--- src/acsr_pkg.sv ---
/*
 * constants for the converter slot select and result register block.
 * assumes a 24-bit register port with 6-bit register numbers (spi/i2c front end outside).
 */
// ----------------------------------------------------------------------
// Overview of operation
// - four-bit channel select for slot six at bits 0 to 3.
// - four-bit channel select for slot seven at bits 4 to 7.
// - touch action codes: 00 dummy discharge, 01 X, 10 Y, 11 contact.
// - slot zero touch action at bits 8-9, slots one to six follow pairwise.
// - slot seven touch action at bits 22-23, same encoding.
// - first result, ten bits at 2 to 11 of result register a.
// - second result, ten bits at 14 to 23 of result register a.
// - third result, ten bits at 2 to 11 of result register b.
// - fourth result, ten bits at 14 to 23 of result register b.
// ----------------------------------------------------------------------
package acsr_pkg;
   localparam int REG_W = 24;
   localparam int ADDR_W = 6;
   localparam int RES_W = 10;
   localparam int CHAN_W = 4;
   localparam int TACT_W = 2;
   localparam int SLOTS = 8;
   localparam int RESULTS = 4;
   localparam logic [5:0] ADDR_SLOT_SELECT = 6'h2E;
   localparam logic [5:0] ADDR_RESULT_A = 6'h2F;
   localparam logic [5:0] ADDR_RESULT_B = 6'h30;
   localparam int SEL6_LSB = 0;
   localparam int SEL7_LSB = 4;
   localparam int TACT0_LSB = 8;
   localparam int RES_LO_LSB = 2;
   localparam int RES_HI_LSB = 14;
   localparam logic [23:0] RESET_VALUE = 24'h000000;
   typedef enum logic [1:0] {
      ACSR_TOUCH_DUMMY = 2'h0,
      ACSR_TOUCH_X = 2'h1,
      ACSR_TOUCH_Y = 2'h2,
      ACSR_TOUCH_CONTACT = 2'h3
   } acsr_touch_t;
endpackage

--- src/acsr_result_store.sv ---
/*
 * four-entry store of conversion results, registered read data.
 * assumes the converter core gives a one-cycle strobe with slot index and value.
 */
`timescale 1ns/100ps
module acsr_result_store #(
   parameter int DEPTH = 4,
   parameter int WIDTH = 10
) (
   // clock and reset
   input wire logic core_clk,
   input wire logic rst_n,
   // write from converter
   input wire logic wr_en,
   input wire logic [1:0] wr_idx,
   input wire logic [WIDTH-1:0] wr_data,
   // all entries, registered
   output logic [DEPTH*WIDTH-1:0] rd_all
);
   typedef struct packed {
      logic [DEPTH*WIDTH-1:0] mem;
   } acsr_store_t;
   acsr_store_t state;
   acsr_store_t next_state;

   // only the converter writes here; bus writes never reach it
   always_comb begin
      next_state = state;
      if (wr_en) begin
         next_state.mem[wr_idx*WIDTH +: WIDTH] = wr_data;
      end
   end

   // clears on digital reset
   always_ff @(posedge core_clk or negedge rst_n) begin
      if (!rst_n) begin
         state <= '0;
      end else begin
         state <= next_state;
      end
   end

   assign rd_all = state.mem;
endmodule

--- src/acsr_top.sv ---
/*
 * slot selection and result registers of the converter sequencer.
 * assumes a register port giving address, write strobe, write data and a read strobe;
 * read data are registered and valid the cycle after the read strobe.
 */
`timescale 1ns/100ps
module acsr_touch_decode (
   // decode input
   input wire logic [1:0] action,
   // decoded one-hot action
   output logic [3:0] onehot
);
   // four-way action encoding
   always_comb begin
      case (acsr_pkg::acsr_touch_t'(action))
         acsr_pkg::ACSR_TOUCH_DUMMY: onehot = 4'h1;
         acsr_pkg::ACSR_TOUCH_X: onehot = 4'h2;
         acsr_pkg::ACSR_TOUCH_Y: onehot = 4'h4;
         acsr_pkg::ACSR_TOUCH_CONTACT: onehot = 4'h8;
         default: onehot = 4'h1;
      endcase
   end
endmodule

module acsr_top (
   // clock and reset
   input wire logic core_clk,
   input wire logic rst_n,
   // register port
   input wire logic [5:0] reg_addr,
   input wire logic reg_wr,
   input wire logic reg_rd,
   input wire logic [23:0] reg_wdata,
   output logic [23:0] reg_rdata,
   output logic reg_rvalid,
   // converter core result strobe
   input wire logic conv_done,
   input wire logic [1:0] conv_slot,
   input wire logic [9:0] conv_value,
   // selections toward converter and touch panel
   output logic [3:0] slot6_channel_select,
   output logic [3:0] slot7_channel_select,
   output logic [15:0] slot_touch_action,
   output logic [31:0] slot_touch_onehot
);
   typedef struct packed {
      logic [23:0] sel;
      logic [23:0] rdata;
      logic rvalid;
      logic [31:0] onehot;
   } acsr_top_t;
   acsr_top_t state;
   acsr_top_t next_state;
   logic [39:0] results;
   logic [31:0] onehot_w;

   // pack two results into a 24-bit word, gaps read zero
   function automatic logic [23:0] pack_pair(input logic [9:0] lo, input logic [9:0] hi);
      logic [23:0] w;
      w = '0;
      w[acsr_pkg::RES_LO_LSB +: acsr_pkg::RES_W] = lo;
      w[acsr_pkg::RES_HI_LSB +: acsr_pkg::RES_W] = hi;
      return w;
   endfunction

   // ------------------------------------------------------------------
   // result memory
   // ------------------------------------------------------------------
   acsr_result_store #(
      .DEPTH(acsr_pkg::RESULTS),
      .WIDTH(acsr_pkg::RES_W)
   ) u_store (
      .core_clk(core_clk),
      .rst_n(rst_n),
      .wr_en(conv_done),
      .wr_idx(conv_slot),
      .wr_data(conv_value),
      .rd_all(results)
   );

   // ------------------------------------------------------------------
   // touch action decode per slot
   // ------------------------------------------------------------------
   for (genvar i = 0; i < acsr_pkg::SLOTS; i++) begin : g_dec
      acsr_touch_decode u_dec (
         .action(state.sel[acsr_pkg::TACT0_LSB + 2*i +: acsr_pkg::TACT_W]),
         .onehot(onehot_w[4*i +: 4])
      );
   end

   // register write, read mux
   always_comb begin
      next_state = state;
      next_state.rvalid = reg_rd;
      next_state.onehot = onehot_w;
      // only the select register accepts writes; result addresses drop them
      if (reg_wr && reg_addr == acsr_pkg::ADDR_SLOT_SELECT) begin
         next_state.sel = reg_wdata;
      end
      if (reg_rd) begin
         case (reg_addr)
            acsr_pkg::ADDR_SLOT_SELECT: next_state.rdata = state.sel;
            acsr_pkg::ADDR_RESULT_A: next_state.rdata = pack_pair(results[0 +: 10], results[10 +: 10]);
            acsr_pkg::ADDR_RESULT_B: next_state.rdata = pack_pair(results[20 +: 10], results[30 +: 10]);
            default: next_state.rdata = '0; // unmapped reads give zero
         endcase
      end
   end

   // all state clears on digital reset
   always_ff @(posedge core_clk or negedge rst_n) begin
      if (!rst_n) begin
         state <= '0;
      end else begin
         state <= next_state;
      end
   end

   // outputs straight from flops
   assign reg_rdata = state.rdata;
   assign reg_rvalid = state.rvalid;
   assign slot6_channel_select = state.sel[acsr_pkg::SEL6_LSB +: acsr_pkg::CHAN_W];
   assign slot7_channel_select = state.sel[acsr_pkg::SEL7_LSB +: acsr_pkg::CHAN_W];
   assign slot_touch_action = state.sel[acsr_pkg::TACT0_LSB +: 16];
   assign slot_touch_onehot = state.onehot;
endmodule

--- config.mk ---
export PLATFORM = sky130hd
export DESIGN_NAME = acsr_top
export DESIGN_NICKNAME = d
export VERILOG_FILES = /design/src/acsr_pkg.sv /design/src/acsr_result_store.sv /design/src/acsr_top.sv
export SDC_FILE = /design/constraint.sdc
export NUM_CORES = 1
export LEC_CHECK = 0
export CORE_UTILIZATION = 41
export CTS_CLUSTER_DIAMETER = 60
export CTS_CLUSTER_SIZE = 28
export DETAILED_ROUTE_END_ITERATION = 8
export DONT_BUFFER_PORTS = 1
export SYNTH_ARGS = -nofsm -noshare
export SYNTH_HDL_FRONTEND = slang
export SYNTH_SLANG_ARGS = --single-unit
export TNS_END_PERCENT = 5
--- constraint.sdc ---
create_clock -name core_clk -period 1.3 [get_ports core_clk]
set_clock_uncertainty 0.1 [all_clocks]
set_input_delay 0.26 -clock core_clk [delete_from_list [all_inputs] [get_ports core_clk]]
set_output_delay 0.26 -clock core_clk [all_outputs]
set_load 0.01 [all_outputs]
==> out/metrics.csv <==
stage,metric,value,unit
routing,detailed-route DRC error count,0,
timing,Final period util,105,%
setup_path,slowest cell on the critical path,or4_1,
grt,number of antenna violations at the first check in global routing,0,
grt,Tot GR Track Use,20.6,%
timing,fin. max-slew vios,0,
grt,grt total ovfl,0,
routing,Post-Route WL,12700,microns
die,Die Ht,115,microns
final_layout,fillers,1041,
grt,first-pass GRT wire length,20500,microns
setup_path,CP Cell Sequence,inv_1 -> ha_4 -> mux2i_1 -> a2bb2oi_1 -> buf_4 -> or4_1 -> a21oi_1,
setup_path,Worst Path Required,1.53,ns
timing,fin worst setup slack,-0.0646,ns
clock_tree,TritonCTS clock tree,yes,
die,Initial Util,42.9,%
synthesis,sequential fraction of the synthesis area,57.6,%
routing,first drt pass iteration count,4,
timing,Worst Max-Slew Pin Slew,0.502,ns
timing,Post-Route Hold Slack,-0.548,ns
final_layout,n_diodes,0,
clock_tree,Clock Path Buffers,2,
synthesis,Synth Warn #,0,
setup_path,type of the worst setup path,input port to flop,
clock_tree,CTS Buf Count,17,
grt,pin count of the biggest net entering global routing,122,
power,Pwr Total,10.7,mW
timing,fmax,0.733,GHz
final_layout,Syn-to-layout area delta,29.3,%
die,Core Area,12300,sq um
die,row count,40,
synthesis,synthesized area,5260,sq um
setup_path,WP data arrival,1.60,ns
job,Max-Cap Viols,0,
status,status,"finished, violations left",
synthesis,cells after synthesis,426,
routing,number of vias per cell,5.29,
placed_design,DPL Wire Length,8750,microns
setup_path,Bufs and invs on worst path,2,
timing,Tmin final,1.36,ns
synthesis,Netlist cell types,44,
final_layout,multi-input logic area,2030,sq um
clock_tree,# H-tree levels,4,
routing,1st-iter DRT viols,303,
clock_tree,latest clock arrival within the worst-skew pair,0.40,ns
clock_tree,CTS root buffer,clkbuf_16,
synthesis,synthesized area per cell,12.3,sq um
setup_path,Crit path max-delay family,simple AND/OR/NAND/NOR gates,
power,PD cells,1580,nW/um^2
setup_path,element type at the critical path start,input port,
grt,vias in the first global route,3703,
final_layout,layout cells sized above 1,28.0,%
final_layout,Sequential Area,3030,sq um
setup_path,CP Capture Type,flop,
placed_design,port bufs,0,
clock_tree,Sink Count,121,
routing,DRT antenna net count,0,
synthesis,Yosys reg bits,121,
die,DIE AREA,13300,sq um
placed_design,Final Wtd Congestion,0.892,
final_layout,"Net count, final",550,
power,VDD IR max,1.35,mV
timing,RSZ-0062 raised after global routing,yes,
routing,DR vias,3590,
min_path,Hold Path Class,input port to asynchronous set/reset pin,
die,die width,115,microns
synthesis,Mapped Nets,478,
clock_tree,clock-pin slew on the worst setup and hold paths,0.05,ns
setup_path,max incr delay on CP,0.40,ns
clock_tree,"Setup Fix Bufs, Post-CTS",0,
status,failing checks,"negative hold slack, negative setup slack",
power,Pleak,3.08,nW
timing,final setup fails,9,
setup_path,Max Fanout on Critical Path,7,
timing,final hold violations,121,
die,I/O pin total,128,
timing,max_slew headroom,66.4,%
placed_design,Place WS,-0.575,ns
routing,drt wl/cell,18.8,microns
timing,setup TNS,-0.135,ns
==> cells in the final DEF (no fill, tap or decap), drive strengths merged, types with 4 or more instances in the layout <==
master / n
inv: 29
a21oi: 5
o22ai: 24
a22o: 24
nor2b: 20
nand2: 24
mux2i: 11
bufinv: 5
mux2: 45
and2: 9
dlygate4sd3: 27
buf: 51
clkbuf: 22
clkinv: 4
nor2: 16
nor3: 4
dfrtp: 121
o21ai: 15
ha: 5
a22oi: 20
==> synth_stat cells <==
library cell	n	area, sq um
nor2b_4	3	41.3
nor3_1	3	15.0
dfrtp_1	121	3030
o21ai_1	7	35.0
ha_1	5	62.6
nor2_2	1	6.26
o2bb2ai_1	3	26.3
o41ai_1	1	8.76
buf_2	4	20.0
a22o_1	24	210
nand2b_1	1	6.26
and2_1	9	56.3
buf_1	2	7.51
a22oi_1	20	150
nor4_2	1	12.5
o21ai_0	8	40.0
nand3_1	1	5.00
a21oi_1	5	25.0
nand2_1	24	90.1
mux2_2	45	507
nand3b_2	1	11.3
clkbuf_1	12	45.0
or4_1	1	7.51
nor3_2	1	10.0
nor2b_1	17	106
a31oi_2	2	25.0
mux4_2	2	45.0
clkbuf_8	2	27.5
nor2_1	15	56.3
and3_1	1	6.26
inv_1	29	109
nand4b_4	1	23.8
buf_6	5	56.3
a21o_1	1	7.51
and4b_1	2	20.0
a32o_1	2	20.0
o22ai_1	24	150
a2bb2oi_1	1	8.76
nor4_1	2	12.5
or3_1	3	18.8
a41oi_1	1	8.76
mux2i_1	11	110
a32oi_1	1	8.76
o31ai_1	1	7.51
==> sequential cells by signal, indices dropped and copies added, names as in the netlist <==
| signal | cells |
|---|---|
| slot6_channel_select | 4 |
| slot_touch_onehot | 32 |
| reg_rdata | 24 |
| slot_touch_action | 16 |
| slot7_channel_select | 4 |
| u_store.rd_all | 40 |
| reg_rvalid | 1 |
==> report_power, final <==
part | internal (mW) | leakage (nW) | switching [mW] | total (mW)
Sequential | 4.16 | 1.61 | 0.342 | 4.50
Combinational | 0.665 | 1.16 | 0.507 | 1.17
Clock | 3.48 | 0.314 | 1.57 | 5.04
Total | 8.30 | 3.08 | 2.42 | 10.7
==> logic make-up after synthesis <==
logic type,synth area share (%)
DFF,57.6
AOI/OAI and AO/OA,13.9
and+or+nand+nor,9.62
muxes,12.6
buffers and inverters,5.05
adders and majority gates,1.19
==> metrics by stage <==
step                      cell area (sq um)  utilization, %  cells
final                                  6800            55.4    678
after CTS                              6740            55.0    676
after floorplan                        5290               -    426
after detailed placement               5770            47.0    619
after global routing                   6800            55.4    678
after global placement                 5770            47.0    619
==> worst paths after layout <==
check	from	endpoint	slack, ns	cells past startpoint
worst max-delay path	conv_slot[1]	u_store.rd_all[37]	-0.06	7
worst min-delay path	rst_n	slot_touch_action[8]	-0.55	0
worst max register to register	slot6_channel_select[2]	reg_rdata[2]	0.09	3
worst min register to register	u_store.rd_all[14]	u_store.rd_all[14]	0.39	2
max in group asynchronous	rst_n	reg_rdata[8]	1.48	0
min in group core_clk	conv_done	u_store.rd_all[11]	0.06	3
==> area by class of cell <==
cell class | instances | share of cell area, %
clock buffer | 22 | 6.83
clock inverter | 9 | 2.50
inverter | 29 | 1.71
multi-input combinational | 251 | 29.8
sequential | 121 | 44.6
tap | 168 | 3.09
timing repair buffer | 78 | 11.5
==> routing by layer <==
| metal | part of all wire (%) | track usage [%] | vias up |
|---|---|---|---|
| met5 | 0 | 0 | - |
| met1 | 45 | 28.5 | 1769 |
| met4 | 1.1 | 7.01 | 0 |
| li1 | - | - | 1682 |
| met2 | 47 | 31.2 | 131 |
| met3 | 6.6 | 5.64 | 8 |
==> timing repair <==
action,4_1_cts,5_1_grt
hold endpoints to repair,178,146
pin swaps,3,1
setup endpoints to repair,26,38
gates cloned,0,0
gates resized for setup,18,7
hold buffers,26,2
(Power assumes the default switching activity.)
